==> config.mk <==
export PLATFORM = sky130hd
export DESIGN_NAME = pmr_phy_regs
export DESIGN_NICKNAME = d
export VERILOG_FILES = /design/src/design/pmr_pkg.sv /design/src/design/pmr_sync.sv /design/src/design/pmr_an.sv /design/src/design/pmr_phy_regs.sv
export SDC_FILE = /design/constraint.sdc
export NUM_CORES = 1
export LEC_CHECK = 0
export ABC_AREA = 1
export BUFFER_PORTS_ARGS = -buffer_cell sky130_fd_sc_hd__buf_2
export CORE_MARGIN = 2
export CORE_UTILIZATION = 35
export CTS_BUF_LIST = sky130_fd_sc_hd__clkbuf_2
export DETAILED_ROUTE_END_ITERATION = 10
export PLACE_DENSITY = 0.58
export SLEW_MARGIN = 25
export SYNTH_ARGS = -nofsm -noshare
export SYNTH_HDL_FRONTEND = slang
export SYNTH_HIERARCHICAL = 1
export SYNTH_SLANG_ARGS = --single-unit
==> constraint.sdc <==
create_clock -name mclk -period 2.2 [get_ports mclk]
set_input_delay 0.66 -clock mclk [delete_from_list [all_inputs] [get_ports mclk]]
set_output_delay 0.66 -clock mclk [all_outputs]
set_load 0.02 [all_outputs]
==> src/design/pmr_pkg.sv <==
// Shared constants, types and register map of the PHY management register set
package pmr_pkg;

  localparam logic [9:0] ADDR_CTRL = 10'h040;
  localparam logic [9:0] ADDR_STAT = 10'h041;
  localparam logic [9:0] ADDR_ID_HI = 10'h042;
  localparam logic [9:0] ADDR_ID_LO = 10'h043;
  localparam logic [9:0] ADDR_ADV = 10'h044;
  localparam logic [9:0] ADDR_LPA = 10'h045;

  localparam logic [1:0] OP_RD = 2'h2;
  localparam logic [1:0] OP_WR = 2'h1;
  localparam logic [4:0] HDR_LAST = 5'h0B;
  localparam logic [4:0] TA_LAST = 5'h01;
  localparam logic [4:0] DATA_LAST = 5'h0F;

  localparam int CTL_RST = 15;
  localparam int CTL_LOOP = 14;
  localparam int CTL_SPEED = 13;
  localparam int CTL_AN_EN = 12;
  localparam int CTL_PDN = 11;
  localparam int CTL_RESTART = 9;
  localparam int CTL_DUPLEX = 8;
  localparam int ADV_RF = 13;
  localparam int ADV_PAUSE = 10;
  localparam int LP_ACK = 14;
  localparam int LP_RF = 13;

  localparam logic [4:0] STAT_CAPS = 5'h0F;
  localparam logic [3:0] ADV_ABIL_DFLT = 4'hF;
  localparam logic [4:0] SEL_CSMA = 5'h01;

  localparam logic [4:0] SRST_CYCLES = 5'h10;
  localparam logic [1:0] STRAP_TAP = 2'h2;
  localparam int unsigned CLK_PERIOD_NS = 50;
  localparam int unsigned DEAD_TIME_MS = 720;
  localparam int unsigned DEAD_CYCLES = DEAD_TIME_MS * 1000000 / CLK_PERIOD_NS;

  typedef struct packed {
    logic srst;
    logic loop;
    logic speed;
    logic an_en;
    logic pdn;
    logic restart;
    logic duplex;
  } pmr_ctl_s;

  localparam pmr_ctl_s CTL_DFLT = '{1'b0, 1'b0, 1'b1, 1'b1, 1'b0, 1'b0, 1'b1};

  typedef struct packed {
    logic rf;
    logic pause;
    logic [3:0] abil;
    logic [4:0] sel;
  } pmr_adv_s;

  typedef enum logic [4:0] {
    FR_IDLE = 5'h01,
    FR_START = 5'h02,
    FR_HDR = 5'h04,
    FR_TA = 5'h08,
    FR_DATA = 5'h10
  } pmr_frame_e;

  typedef enum logic [3:0] {
    AN_OFF = 4'h1,
    AN_ABIL = 4'h2,
    AN_ACK = 4'h4,
    AN_DONE = 4'h8
  } pmr_an_e;

endpackage

==> src/design/pmr_sync.sv <==
// Two-flop synchroniser for pin inputs
`timescale 1ns/100ps
module pmr_sync #(
  parameter int W = 1
) (
  input wire logic clk,
  input wire logic arst_n,
  input wire logic [W-1:0] d,
  output logic [W-1:0] q
);
  logic [W-1:0] meta_r;

  always_ff @(posedge clk or negedge arst_n) begin
    if (!arst_n) begin
      meta_r <= '0;
      q <= '0;
    end else begin
      meta_r <= d;
      q <= meta_r;
    end
  end
endmodule

==> src/design/pmr_an.sv <==
// Auto-negotiation sequencer: partner capture, acknowledge and resolution
`timescale 1ns/100ps
module pmr_an (
  input wire logic clk,
  input wire logic arst_n,
  input wire logic en,
  input wire logic clr,
  input wire logic restart,
  input wire logic link_ok,
  input wire logic lp_valid,
  input wire logic [15:0] lp_word,
  input wire logic [3:0] adv_abil,
  output logic start_ack,
  output logic done,
  output logic ack,
  output logic res100,
  output logic resfdx,
  output logic [15:0] lp
);
  pmr_pkg::pmr_an_e st_r, st_nxt;
  logic start_nxt, done_nxt, ack_nxt, r100_nxt, rfdx_nxt;
  logic [15:0] lp_nxt;
  logic [3:0] common;

  assign common = adv_abil & lp_word[8:5];

  always_comb begin
    st_nxt = st_r;
    start_nxt = 1'b0;
    done_nxt = done;
    ack_nxt = ack;
    lp_nxt = lp;
    r100_nxt = res100;
    rfdx_nxt = resfdx;
    if (!en) begin
      st_nxt = pmr_pkg::AN_OFF;
      done_nxt = 1'b0;
      ack_nxt = 1'b0;
      if (clr) begin
        lp_nxt = '0;
        r100_nxt = 1'b0;
        rfdx_nxt = 1'b0;
      end
    end else if (restart && !start_ack) begin
      // A restart is taken once; clearing the request later does not stop the run
      st_nxt = pmr_pkg::AN_ABIL;
      start_nxt = 1'b1;
      done_nxt = 1'b0;
      ack_nxt = 1'b0;
    end else begin
      unique case (st_r)
        pmr_pkg::AN_OFF: st_nxt = pmr_pkg::AN_ABIL;
        pmr_pkg::AN_ABIL: begin
          if (lp_valid) begin
            lp_nxt = lp_word;
            ack_nxt = 1'b1;
            st_nxt = pmr_pkg::AN_ACK;
          end
        end
        pmr_pkg::AN_ACK: begin
          if (lp_valid && lp_word[pmr_pkg::LP_ACK]) begin
            lp_nxt = lp_word;
            r100_nxt = |common[3:2];
            rfdx_nxt = common[3] | (!common[2] & common[1]);
            done_nxt = 1'b1;
            st_nxt = pmr_pkg::AN_DONE;
          end
        end
        pmr_pkg::AN_DONE: begin
          if (!link_ok) begin
            st_nxt = pmr_pkg::AN_ABIL;
            done_nxt = 1'b0;
            ack_nxt = 1'b0;
          end
        end
      endcase
    end
  end

  always_ff @(posedge clk or negedge arst_n) begin
    if (!arst_n) begin
      st_r <= pmr_pkg::AN_OFF;
      start_ack <= 1'b0;
      done <= 1'b0;
      ack <= 1'b0;
      lp <= '0;
      res100 <= 1'b0;
      resfdx <= 1'b0;
    end else begin
      st_r <= st_nxt;
      start_ack <= start_nxt;
      done <= done_nxt;
      ack <= ack_nxt;
      lp <= lp_nxt;
      res100 <= r100_nxt;
      resfdx <= rfdx_nxt;
    end
  end
endmodule

==> src/design/pmr_phy_regs.sv <==
// PHY management register set with serial management slave
// Operation
// - Writing control bit 15 resets registers; bit reads one until reset ends.
// - Control bit 14 enables loopback; at 100M a 720ms receive dead time follows.
// - Control bit 13 picks 100M; with negotiation on it reads resolved speed.
// - Control bit 12 enables negotiation; bits 13 and 8 then show result.
// - Control bit 11 powers down; management still answers, negotiation halts, other outputs keep driving.
// - Control bit 9 restarts negotiation, self-clears once started, ignored if disabled.
// - Clearing restart during negotiation leaves the running process undisturbed.
// - Control bit 8 selects full duplex, effective only with negotiation off.
// - Status reports fixed capabilities: no T4, TX/10T both duplexes, AN, extended.
// - Status bit 6 reads one: preamble-suppressed management frames are accepted.
// - Status bit 5 reads one when negotiation has completed.
// - Status bit 4 sets on partner remote fault; clears on read or reset.
// - Status bit 2 shows link; latched low until status is read.
// - Status bit 1 flags jabber, detected only at 10M.
// - First identifier register holds organisation code bits 3 to 18.
// - Second identifier: organisation bits 19-24, model, revision; read-only.
// - Advertisement next page and T4 bits always read zero.
// - Advertisement acknowledge bit is driven by the negotiation sequencer.
// - Advertisement selector defaults to 00001 and is writable.
// - Advertisement bits 8-5 writable, default one; bit 13 fault, 10 pause.
// - Partner register captures next page, acknowledge and remote fault, read-only.
// - Pause advertisement default is the inverted strap pin sampled at power-up.
// - All control and status registers return to defaults on any reset.
`timescale 1ns/100ps
module pmr_phy_regs #(
  parameter int unsigned DEAD_CYC = pmr_pkg::DEAD_CYCLES,
  parameter logic [15:0] ORG_CODE_UPPER = 16'h5A3C, // arbitrary value
  parameter logic [5:0] ORG_CODE_LOWER = 6'h2D, // arbitrary value
  parameter logic [5:0] MODEL_NUM = 6'h15, // arbitrary value
  parameter logic [3:0] MODEL_REV = 4'h7 // arbitrary value
) (
  input wire logic mclk,
  input wire logic arst_n,
  input wire logic smi_ck,
  input wire logic smi_dio_i,
  input wire logic pause_strap_pin,
  input wire logic link_ok,
  input wire logic jabber,
  input wire logic lp_valid,
  input wire logic [15:0] lp_word,
  output logic smi_dio_o,
  output logic smi_dio_oe_n,
  output logic speed_100_o,
  output logic full_dup_o,
  output logic loopback_o,
  output logic power_down_o,
  output logic rx_dead_o,
  output logic an_done_o
);
  logic [2:0] sync_q;
  logic ck_s, dio_s, strap_s, ck_d_r, rise, fall;

  pmr_sync #(.W(3)) u_sync (
    .clk(mclk),
    .arst_n(arst_n),
    .d({smi_ck, smi_dio_i, pause_strap_pin}),
    .q(sync_q)
  );
  assign ck_s = sync_q[2];
  assign dio_s = sync_q[1];
  assign strap_s = sync_q[0];
  assign rise = ck_s & ~ck_d_r;
  assign fall = ~ck_s & ck_d_r;

  // Serial frame: start 01, op, 10-bit address, turnaround, 16 data bits
  pmr_pkg::pmr_frame_e fr_r, fr_nxt;
  logic [4:0] cnt_r, cnt_nxt;
  logic [11:0] hdr_r, hdr_nxt, hdr_sh;
  logic [15:0] wsh_r, wsh_nxt, rsh_r, rsh_nxt;
  logic rd_r, rd_nxt, dio_r, dio_nxt, oe_n_r, oe_n_nxt;
  logic hit, rd_stb, wr_stb;
  logic [15:0] rd_word;
  logic [9:0] addr;

  assign hdr_sh = {hdr_r[10:0], dio_s};
  // Shifter on the last header bit, held header after it; avoids a loop through the frame logic
  assign addr = (fr_r == pmr_pkg::FR_HDR) ? hdr_sh[9:0] : hdr_r[9:0];
  assign hit = (addr >= pmr_pkg::ADDR_CTRL) && (addr <= pmr_pkg::ADDR_LPA);

  always_comb begin
    fr_nxt = fr_r;
    cnt_nxt = cnt_r;
    hdr_nxt = hdr_r;
    wsh_nxt = wsh_r;
    rsh_nxt = rsh_r;
    rd_nxt = rd_r;
    dio_nxt = dio_r;
    oe_n_nxt = oe_n_r;
    rd_stb = 1'b0;
    wr_stb = 1'b0;
    if (rise) begin
      unique case (fr_r)
        // No preamble is demanded, so suppressed-preamble frames work
        pmr_pkg::FR_IDLE: if (!dio_s) fr_nxt = pmr_pkg::FR_START;
        pmr_pkg::FR_START: begin
          if (dio_s) begin
            fr_nxt = pmr_pkg::FR_HDR;
            cnt_nxt = '0;
          end
        end
        pmr_pkg::FR_HDR: begin
          hdr_nxt = hdr_sh;
          cnt_nxt = cnt_r + 5'h01;
          if (cnt_r == pmr_pkg::HDR_LAST) begin
            cnt_nxt = '0;
            rd_nxt = (hdr_nxt[11:10] == pmr_pkg::OP_RD) && hit;
            rd_stb = rd_nxt;
            rsh_nxt = rd_word;
            fr_nxt = (hdr_nxt[11:10] == pmr_pkg::OP_RD || hdr_nxt[11:10] == pmr_pkg::OP_WR)
                     ? pmr_pkg::FR_TA : pmr_pkg::FR_IDLE;
          end
        end
        pmr_pkg::FR_TA: begin
          cnt_nxt = cnt_r + 5'h01;
          if (cnt_r == pmr_pkg::TA_LAST) begin
            cnt_nxt = '0;
            fr_nxt = pmr_pkg::FR_DATA;
          end
        end
        pmr_pkg::FR_DATA: begin
          wsh_nxt = {wsh_r[14:0], dio_s};
          cnt_nxt = cnt_r + 5'h01;
          if (cnt_r == pmr_pkg::DATA_LAST) begin
            wr_stb = !rd_r && (hdr_r[11:10] == pmr_pkg::OP_WR) && hit;
            fr_nxt = pmr_pkg::FR_IDLE;
          end
        end
      endcase
    end
    if (fall) begin
      if (fr_r == pmr_pkg::FR_TA && cnt_r == pmr_pkg::TA_LAST && rd_r) begin
        oe_n_nxt = 1'b0;
        dio_nxt = 1'b0;
      end else if (fr_r == pmr_pkg::FR_DATA && rd_r) begin
        dio_nxt = rsh_r[15];
        rsh_nxt = {rsh_r[14:0], 1'b0};
      end else if (fr_r == pmr_pkg::FR_IDLE) begin
        oe_n_nxt = 1'b1;
        dio_nxt = 1'b1;
        rd_nxt = 1'b0;
      end
    end
  end

  always_ff @(posedge mclk or negedge arst_n) begin
    if (!arst_n) begin
      ck_d_r <= 1'b0;
      fr_r <= pmr_pkg::FR_IDLE;
      cnt_r <= '0;
      hdr_r <= '0;
      wsh_r <= '0;
      rsh_r <= '0;
      rd_r <= 1'b0;
      dio_r <= 1'b1;
      oe_n_r <= 1'b1;
    end else begin
      ck_d_r <= ck_s;
      fr_r <= fr_nxt;
      cnt_r <= cnt_nxt;
      hdr_r <= hdr_nxt;
      wsh_r <= wsh_nxt;
      rsh_r <= rsh_nxt;
      rd_r <= rd_nxt;
      dio_r <= dio_nxt;
      oe_n_r <= oe_n_nxt;
    end
  end
  assign smi_dio_o = dio_r;
  assign smi_dio_oe_n = oe_n_r;

  // Register state
  pmr_pkg::pmr_ctl_s ctl_r, ctl_nxt;
  pmr_pkg::pmr_adv_s adv_r, adv_nxt;
  logic rf_r, rf_nxt, link_r, link_nxt, jab_r, jab_nxt, lp_rf_d_r, rf_set;
  logic pause_dflt_r, pause_dflt_nxt, spd_r, spd_nxt, dup_r, dup_nxt, loop_d_r, dead_r, dead_nxt;
  logic [1:0] strap_cnt_r, strap_cnt_nxt;
  logic [4:0] srst_cnt_r, srst_cnt_nxt;
  logic [23:0] dead_cnt_r, dead_cnt_nxt;
  logic an_start, an_done, an_ack, an_r100, an_rfdx, wr_ctl;
  logic [15:0] an_lp, wd;

  pmr_an u_an (
    .clk(mclk),
    .arst_n(arst_n),
    .en(ctl_r.an_en & ~ctl_r.pdn & ~ctl_r.srst),
    .clr(ctl_r.srst),
    .restart(ctl_r.restart),
    .link_ok(link_ok),
    .lp_valid(lp_valid),
    .lp_word(lp_word),
    .adv_abil(adv_r.abil),
    .start_ack(an_start),
    .done(an_done),
    .ack(an_ack),
    .res100(an_r100),
    .resfdx(an_rfdx),
    .lp(an_lp)
  );

  assign rf_set = an_lp[pmr_pkg::LP_RF] & ~lp_rf_d_r;
  assign wd = wsh_nxt;
  assign wr_ctl = wr_stb && hdr_r[9:0] == pmr_pkg::ADDR_CTRL;

  always_comb begin
    unique case (addr)
      pmr_pkg::ADDR_CTRL: rd_word = {ctl_r.srst, ctl_r.loop, spd_r, ctl_r.an_en, ctl_r.pdn, 1'b0,
                                     ctl_r.restart, dup_r, 8'h00};
      pmr_pkg::ADDR_STAT: rd_word = {pmr_pkg::STAT_CAPS, 4'h0, 1'b1, an_done, rf_r, 1'b1, link_r, jab_r,
                                     1'b1};
      pmr_pkg::ADDR_ID_HI: rd_word = ORG_CODE_UPPER;
      pmr_pkg::ADDR_ID_LO: rd_word = {ORG_CODE_LOWER, MODEL_NUM, MODEL_REV};
      pmr_pkg::ADDR_ADV: rd_word = {1'b0, an_ack, adv_r.rf, 2'h0, adv_r.pause, 1'b0, adv_r.abil,
                                    adv_r.sel};
      pmr_pkg::ADDR_LPA: rd_word = {an_lp[15:13], 2'h0, an_lp[10:0]};
      default: rd_word = 16'h0000;
    endcase
  end

  always_comb begin
    ctl_nxt = ctl_r;
    adv_nxt = adv_r;
    rf_nxt = rf_r;
    link_nxt = link_r & link_ok;
    jab_nxt = jab_r | (jabber & ~spd_r);
    pause_dflt_nxt = pause_dflt_r;
    strap_cnt_nxt = strap_cnt_r;
    srst_cnt_nxt = srst_cnt_r;
    if (strap_cnt_r != 2'h3) strap_cnt_nxt = strap_cnt_r + 2'h1;
    if (strap_cnt_r == pmr_pkg::STRAP_TAP) begin
      pause_dflt_nxt = ~strap_s;
      adv_nxt.pause = ~strap_s;
    end
    // A read wins over nothing: a new fault in the same cycle still sets
    if (rd_stb && addr == pmr_pkg::ADDR_STAT) begin
      rf_nxt = 1'b0;
      jab_nxt = jabber & ~spd_r;
      link_nxt = link_ok;
    end
    if (rf_set) rf_nxt = 1'b1;
    if (an_start) ctl_nxt.restart = 1'b0;
    if (ctl_r.srst) begin
      srst_cnt_nxt = srst_cnt_r - 5'h01;
      if (srst_cnt_r == 5'h01) ctl_nxt.srst = 1'b0;
    end else if (wr_ctl && wd[pmr_pkg::CTL_RST]) begin
      ctl_nxt = pmr_pkg::CTL_DFLT;
      ctl_nxt.srst = 1'b1;
      srst_cnt_nxt = pmr_pkg::SRST_CYCLES;
      adv_nxt = '{1'b0, pause_dflt_r, pmr_pkg::ADV_ABIL_DFLT, pmr_pkg::SEL_CSMA};
      rf_nxt = 1'b0;
      link_nxt = 1'b0;
      jab_nxt = 1'b0;
    end else if (wr_ctl) begin
      ctl_nxt.loop = wd[pmr_pkg::CTL_LOOP];
      ctl_nxt.speed = wd[pmr_pkg::CTL_SPEED];
      ctl_nxt.an_en = wd[pmr_pkg::CTL_AN_EN];
      ctl_nxt.pdn = wd[pmr_pkg::CTL_PDN];
      ctl_nxt.duplex = wd[pmr_pkg::CTL_DUPLEX];
      // Writing zero drops only the request; a started run goes on
      ctl_nxt.restart = wd[pmr_pkg::CTL_RESTART] & wd[pmr_pkg::CTL_AN_EN];
    end else if (wr_stb && hdr_r[9:0] == pmr_pkg::ADDR_ADV) begin
      adv_nxt = '{wd[pmr_pkg::ADV_RF], wd[pmr_pkg::ADV_PAUSE], wd[8:5], wd[4:0]};
    end
    if (!ctl_nxt.an_en) ctl_nxt.restart = 1'b0;
  end

  // Effective mode follows negotiation when enabled, else the manual bits
  always_comb begin
    spd_nxt = ctl_r.an_en ? an_r100 : ctl_r.speed;
    dup_nxt = ctl_r.an_en ? an_rfdx : ctl_r.duplex;
    dead_cnt_nxt = dead_cnt_r;
    if (ctl_r.loop && !loop_d_r && spd_r) begin
      dead_cnt_nxt = DEAD_CYC[23:0];
    end else if (dead_cnt_r != 24'h000000) begin
      dead_cnt_nxt = dead_cnt_r - 24'h000001;
    end
    dead_nxt = dead_cnt_nxt != 24'h000000;
  end

  always_ff @(posedge mclk or negedge arst_n) begin
    if (!arst_n) begin
      ctl_r <= pmr_pkg::CTL_DFLT;
      adv_r <= '{1'b0, 1'b1, pmr_pkg::ADV_ABIL_DFLT, pmr_pkg::SEL_CSMA};
      rf_r <= 1'b0;
      link_r <= 1'b0;
      jab_r <= 1'b0;
      lp_rf_d_r <= 1'b0;
      pause_dflt_r <= 1'b1;
      strap_cnt_r <= '0;
      srst_cnt_r <= '0;
      spd_r <= 1'b0;
      dup_r <= 1'b0;
      loop_d_r <= 1'b0;
      dead_cnt_r <= '0;
      dead_r <= 1'b0;
    end else begin
      ctl_r <= ctl_nxt;
      adv_r <= adv_nxt;
      rf_r <= rf_nxt;
      link_r <= link_nxt;
      jab_r <= jab_nxt;
      lp_rf_d_r <= an_lp[pmr_pkg::LP_RF];
      pause_dflt_r <= pause_dflt_nxt;
      strap_cnt_r <= strap_cnt_nxt;
      srst_cnt_r <= srst_cnt_nxt;
      spd_r <= spd_nxt;
      dup_r <= dup_nxt;
      loop_d_r <= ctl_r.loop;
      dead_cnt_r <= dead_cnt_nxt;
      dead_r <= dead_nxt;
    end
  end

  assign speed_100_o = spd_r;
  assign full_dup_o = dup_r;
  assign loopback_o = ctl_r.loop;
  assign power_down_o = ctl_r.pdn;
  assign rx_dead_o = dead_r;
  assign an_done_o = an_done;
endmodule

### After elaboration in Yosys (flattened, before gate mapping)

Index checks and enable logic that the tools add are counted.

| word-level totals | value |
|---|---|
| flip-flop bits (word level) | 147 |
| output and inout bits | 8 |

| operators by class | value |
|---|---|
| $add $sub $neg | 4 |
| magnitude comparators | 2 |
| eq/ne operators | 44 |
| multiplexer cells | 100 |
| bitwise logic cells | 19 |
| reduce and logical (&&, ||, !) cells | 42 |

Operators by type and width:

| operator | number |
|---|---|
| 16-bit two-way mux | 13 |
| 16-bit case mux with 6 select lines | 1 |
| 10-bit by 7-bit == test with 1-bit output (second input constant) | 8 |
| 1-bit two-way mux | 54 |
| 5-bit two-way mux | 10 |
| 24-bit two-way mux | 2 |
| 24-bit nonzero test | 2 |
| 11-bit two-way mux | 3 |
| 16-bit case mux with 2 select lines | 1 |
| 4-bit two-way mux | 7 |
| 5-bit case mux with 5 select lines | 1 |
| 24-bit by 1-bit subtractor with 24-bit output (second input constant) | 1 |
| 10-bit two-way mux | 2 |
| 4-bit inequality test (second input constant) | 5 |
| 5-bit case mux with 4 select lines | 1 |
| 3-bit AND reduction | 6 |
| 2-bit inequality test (second input constant) | 8 |
| 4-bit case mux with 4 select lines | 1 |
| 5-bit by 1-bit == test with 1-bit output (second input constant) | 3 |
| 5-bit by 4-bit == test with 1-bit output (second input constant) | 3 |
| 1-bit logical AND | 15 |
| 6-bit two-way mux | 2 |
| 10-bit by 7-bit greater-or-equal comparator with 1-bit output (second input constant) | 1 |
| 10-bit by 7-bit <= comparator with 1-bit output (second input constant) | 1 |
| other kinds (29) | 60 |

### Depth between registers and ports, before layout

| logic depth | value |
|---|---|
| word-level depth | 13 |
| gate-level depth with buffers | 15 |
| depth with buffers taken out | 14 |

### By module

The synthesis kept the hierarchy.

Modules (own cells, without submodules):

| module | instances | cells an instance | area an instance (sq um) | sequential area each (sq um) |
|---|---|---|---|---|
| pmr_phy_regs | 1 | 840 | 6493.7 | 2919.0 |
| pmr_an | 1 | 185 | 1410.1 | 626.9 |
| pmr_sync | 1 | 6 | 150.1 | 150.1 |

### Least setup slack after synthesis

No wires, ideal clock.

| timing path | value |
|---|---|
| path type | flip-flop to flip-flop |
| start | reg fr_r[3] |
| end | reg adv_r[10] (netlist name) |
| data arrival time | 2.046 ns |
| required time | 2.073 ns |
| slack | 0.027 ns |
| stages on the path, launching flop included | 16 |
| period minus slack after synthesis | 2.173 ns |
| path through | dfrtp_1 -> nor2_4 -> nand3_4 -> buf_6 -> nand2_4 -> nand3_4 -> nor2_4 -> buf_6 -> nand3_4 -> nand2_2 -> nand3_2 -> nor2_4 -> nand3_4 -> buf_6 -> nand3_2 -> o21ai_1 |

| between the ends | value |
|---|---|
| cells in the longest elaborated chain, start to end | 12 |
| elaborated cells on any way between the ends | 21 |
| classes of those cells | order compare: 2; eq/ne: 3; mux: 9; reduce/logical: 7 |

RTL lines:

| what | RTL line | RTL |
|---|---|---|
| start: declaration | pmr_phy_regs.sv:68 | `pmr_pkg::pmr_frame_e fr_r, fr_nxt;` |
| start signal: assignment | pmr_phy_regs.sv:150 | `fr_r <= pmr_pkg::FR_IDLE;` |
| start signal: assignment | pmr_phy_regs.sv:160 | `fr_r <= fr_nxt;` |
| 5-bit by 3-bit == test with 1-bit output | pmr_phy_regs.sv:79 | `assign addr = (fr_r == pmr_pkg::FR_HDR) ? hdr_sh[9:0] : hdr_r[9:0];` |
| 10-bit two-way mux | pmr_phy_regs.sv:79 |  |
| 10-bit by 7-bit greater-or-equal comparator with 1-bit output or 10-bit by 7-bit <= comparator with 1-bit output (tied branches) | pmr_phy_regs.sv:80 | `assign hit = (addr >= pmr_pkg::ADDR_CTRL) && (addr <= pmr_pkg::ADDR_LPA);` |
| 1-bit logical AND | pmr_phy_regs.sv:80 |  |
| 1-bit logical AND | pmr_phy_regs.sv:126 | `wr_stb = !rd_r && (hdr_r[11:10] == pmr_pkg::OP_WR) && hit;` |
| 1-bit two-way mux | pmr_phy_regs.sv:125 | `if (cnt_r == pmr_pkg::DATA_LAST) begin` |
| 1-bit two-way mux | pmr_phy_regs.sv:94 | `unique case (fr_r)` |
| 1-bit two-way mux | pmr_phy_regs.sv:93 | `if (rise) begin` |
| 1-bit logical AND | pmr_phy_regs.sv:204 | `assign wr_ctl = wr_stb && hdr_r[9:0] == pmr_pkg::ADDR_CTRL;` |
| 1-bit logical AND | pmr_phy_regs.sv:246 | `end else if (wr_ctl && wd[pmr_pkg::CTL_RST]) begin` |
| 2-bit by 1-bit inequality test with 1-bit output (no source line) or 2-bit nonzero test (tied branches) | n/a |  |
| 3-bit AND reduction (no source line) | n/a |  |
| end signal: assignment | pmr_phy_regs.sv:284 | `adv_r <= '{1'b0, 1'b1, pmr_pkg::ADV_ABIL_DFLT, pmr_pkg::SEL_CSMA};` |
| end signal: assignment | pmr_phy_regs.sv:299 | `adv_r <= adv_nxt;` |
| end: declaration | pmr_phy_regs.sv:175 | `pmr_pkg::pmr_adv_s adv_r, adv_nxt;` |

Parallel ways exist; a longest one is shown, timed or not. The select of a mux whose other input is x is not followed.
A chain may end at the register's enable or synchronous reset.

### Final worst setup path

| timing path | value |
|---|---|
| start | reg fr_r[1] |
| end | reg ctl_r, in the netlist loopback_o |

| between the ends | value |
|---|---|
| cells in the longest elaborated chain, start to end | 12 |
| elaborated cells on any way between the ends | 18 |
| classes of those cells | order compare: 2; eq/ne: 2; mux: 8; reduce/logical: 6 |

RTL lines:

| what | RTL line | RTL |
|---|---|---|
| 5-bit by 3-bit == test with 1-bit output | pmr_phy_regs.sv:79 |  |
| 10-bit two-way mux | pmr_phy_regs.sv:79 |  |
| 10-bit by 7-bit greater-or-equal comparator with 1-bit output or 10-bit by 7-bit <= comparator with 1-bit output (tied branches) | pmr_phy_regs.sv:80 |  |
| 1-bit logical AND | pmr_phy_regs.sv:80 |  |
| 1-bit logical AND | pmr_phy_regs.sv:126 |  |
| 1-bit two-way mux | pmr_phy_regs.sv:125 |  |
| 1-bit two-way mux | pmr_phy_regs.sv:94 |  |
| 1-bit two-way mux | pmr_phy_regs.sv:93 |  |
| 1-bit logical AND | pmr_phy_regs.sv:204 |  |
| 1-bit logical AND | pmr_phy_regs.sv:246 |  |
| 2-bit nonzero test (no source line) | n/a |  |
| 2-bit AND reduction (no source line) | n/a |  |
| end signal: assignment | pmr_phy_regs.sv:283 | `ctl_r <= pmr_pkg::CTL_DFLT;` |
| end signal: assignment | pmr_phy_regs.sv:298 | `ctl_r <= ctl_nxt;` |
| end: declaration | pmr_phy_regs.sv:174 | `pmr_pkg::pmr_ctl_s ctl_r, ctl_nxt;` |

Parallel ways exist; a longest one is shown, timed or not. The select of a mux whose other input is x is not followed.

==> flow_summary.yaml <==
critical_path:
  required_ns: 2.81
  r2r-start: "fr_r[1]"
  crit_type: "flop to flop"
  cp-end-kind: "flop"
  crit_chain: "nor2_4, buf_6, nand4_1, nand2_1, nand2_2, nor2_4, buf_12, nand3_4, nand3_4, nand4_4, inv_4, nand2_2, o21ai_1, inv_1"
  rr_worst_depth: 14
  arrival_ns: 2.90
  reg2reg_setup_slack_ns: -0.09
  critical_path.max_fanout: 7
  r2r-end: "loopback_o"
  slowest_stage: "dfrtp_1"
  critPathMaxStageDelay_ns: 0.46
  startpoint_type: "flop"
logic_synthesis:
  avgSynthCellArea_sq_um: 7.81
  syn_area_sq_um: 7960
  ys.warnings.count: 6
  synth_nets: 1053
  synth_cells: 1019
routing:
  routed_wl_mm: 19.6
  ant_nets: 0
  drt-initial-drc-count: 468
  viasPerCell: 4.82
  drc: 0
  firstDrtPassIters: 5
  wl_per_cell_um: 13.6
  vias: 6958
sta:
  worst_slack_ns: -0.0876
  rsz0062_at_grt: "yes"
  fmax_mhz: 437
  finalCritPeriodShare: 1.04
  tightest_slew_ns: 0.453
  slew_violations: 0
  setup_tns_ns: -1.65
  setup_viol: 39
  fin_crit_ns: 2.29
  finalHoldViolCount: 0
  fin_worst_skew_ns: 0.0581
  timing.slew.headroom: 0.696
finish:
  fillers: 2290
  area_delta_synth_final_pct: 22.6
  finalNonFillerCells: 1445
  fin_area_sq_um: 9750
  drive_gt1_frac: 0.242
  nets: 1180
grt:
  antenna_found_initial: 1
  grt_usage: 0.167
  grt_pass1_vias: 6583
  grt_pass1_wl_mm: 32.0
  grt_max_degree: 65
  grt_overflow: 0
power_and_ir_drop:
  finalPower_mw: 6.15
  vdd.ir_drop.worst_uv: 456
  leakage_nw: 5.23
  power.density_nw_per_um2: 630
worst_hold_path:
  whs_endpoint: "link_r"
  hold_class: "input pin to flop"
  min-delay-start: "link_ok"
  worstHoldPathCells: 3
clock_tree:
  root_buffer: "clkbuf_2"
  htreeDepth: 4
  numCtsBuffers: 17
  clkSinkCount: 145
  cts_buffer_depth: 2
  cts_tree: "yes"
  clk_latency_ns: 0.72
  clk_pin_slew_ns: 0.22
placed_design:
  pre_cts_slack_ns: -0.0487
  dp_cells: 1388
  place_congestion: 0.897
  postPlaceCellArea_sq_um: 9000
  place.port_buffers: 29
  hpwlAfterDp_mm: 14.5
die:
  coreArea_sq_um: 22500
  start_util: 0.354
  dieArea_sq_um: 24000
  dieWidth_um: 155
  io_pins: 32
  die_h_um: 155
  num_rows: 55
status:
  status: "complete, but fails checks"
  failed_checks: "setup timing"
flow_run:
  maxCapViolCount: 0
where the power goes:
group / total [mW] / leakage (nW) / internal, mW / switching, mW
clock: 1.65 / 0.151 / 0.653 / 0.995
combinational: 1.61 / 3.14 / 0.681 / 0.929
sequential: 2.89 / 1.94 / 2.79 / 0.101
worst max-delay path, delay by kind of cell (launching register included):
family,cells,cell delay (ns)
flops,1,0.46
compound gates,1,0.09
buf+inv,4,0.49
simple gates,9,1.16
stage by stage:
step,utilization,hold WS [ns]
CTS,0.416,0.152
floorplan,-,0.331
global placement,0.400,0.335
finish,0.433,0.232
global route,0.433,0.117
detailed placement,0.400,0.335
flip-flops by register name (all words and copies together), names as in the netlist, 4 cells and up:
signal      cells
dead_cnt_r     24
ctl_r           5
rsh_r          16
cnt_r           5
u_an/st_r       4
u_an/lp        14
srst_cnt_r      5
fr_r            5
wsh_r          16
hdr_r          12
adv_r          11
how the worst max path moves through the flow:
stage / from / end / slack, ns / cells past startpoint
2_1_floorplan: fr_r[3] / adv_r[10] / 0.03 / 15
3_3_place_gp: fr_r[0] / srst_cnt_r[2] / -0.03 / 13
3_5_place_dp: fr_r[0] / rsh_r[14] / -0.05 / 13
4_1_cts: fr_r[0] / adv_r[8] / -0.03 / 14
5_1_grt: fr_r[1] / adv_r[0] / -0.27 / 15
6_report: fr_r[1] / loopback_o / -0.09 / 14
layout make-up:
class / instances / area [sq um] / area share
diodes: 1 / 2.50 / 0.000257
clock buffers: 20 / 100 / 0.0103
clock inverters: 12 / 158 / 0.0162
inverters: 152 / 573 / 0.0588
multi-input cells: 699 / 3840 / 0.393
flip-flops and latches: 145 / 3650 / 0.374
well taps: 285 / 357 / 0.0366
repair buffers: 131 / 1080 / 0.110
layer usage:
metal,routed length [um],global-route usage,part of all wire,vias to the layer above
met5,0,0,0,-
met3,730,0.0364,0.037,29
met1,9260,0.224,0.47,3280
met2,9310,0.277,0.47,122
met4,328,0.0388,0.017,0
li1,-,-,-,3527
placed cells by master (no fill, tap or decap), types with 20 or more instances in the layout:
cell / instances
nand2_1: 250
nand4_1: 43
inv_1: 143
o21ai_0: 49
a21oi_1: 36
buf_2: 24
nor2_1: 102
clkbuf_2: 20
nand2_2: 23
dfrtp_1: 129
nand3_1: 44
buf_4: 86
what timing repair did:
| action | 4_1_cts | 5_1_grt |
|---|---|---|
| hold endpoints to repair | 23 | 0 |
| setup endpoints to repair | 39 | 63 |
| cloned | 0 | 3 |
| resized for setup | 12 | 73 |
| buffers inserted | 3 | 15 |
| pin swaps | 0 | 40 |
| hold buffers | 4 | 0 |
Note: power is estimated with default switching activity, not from simulation.
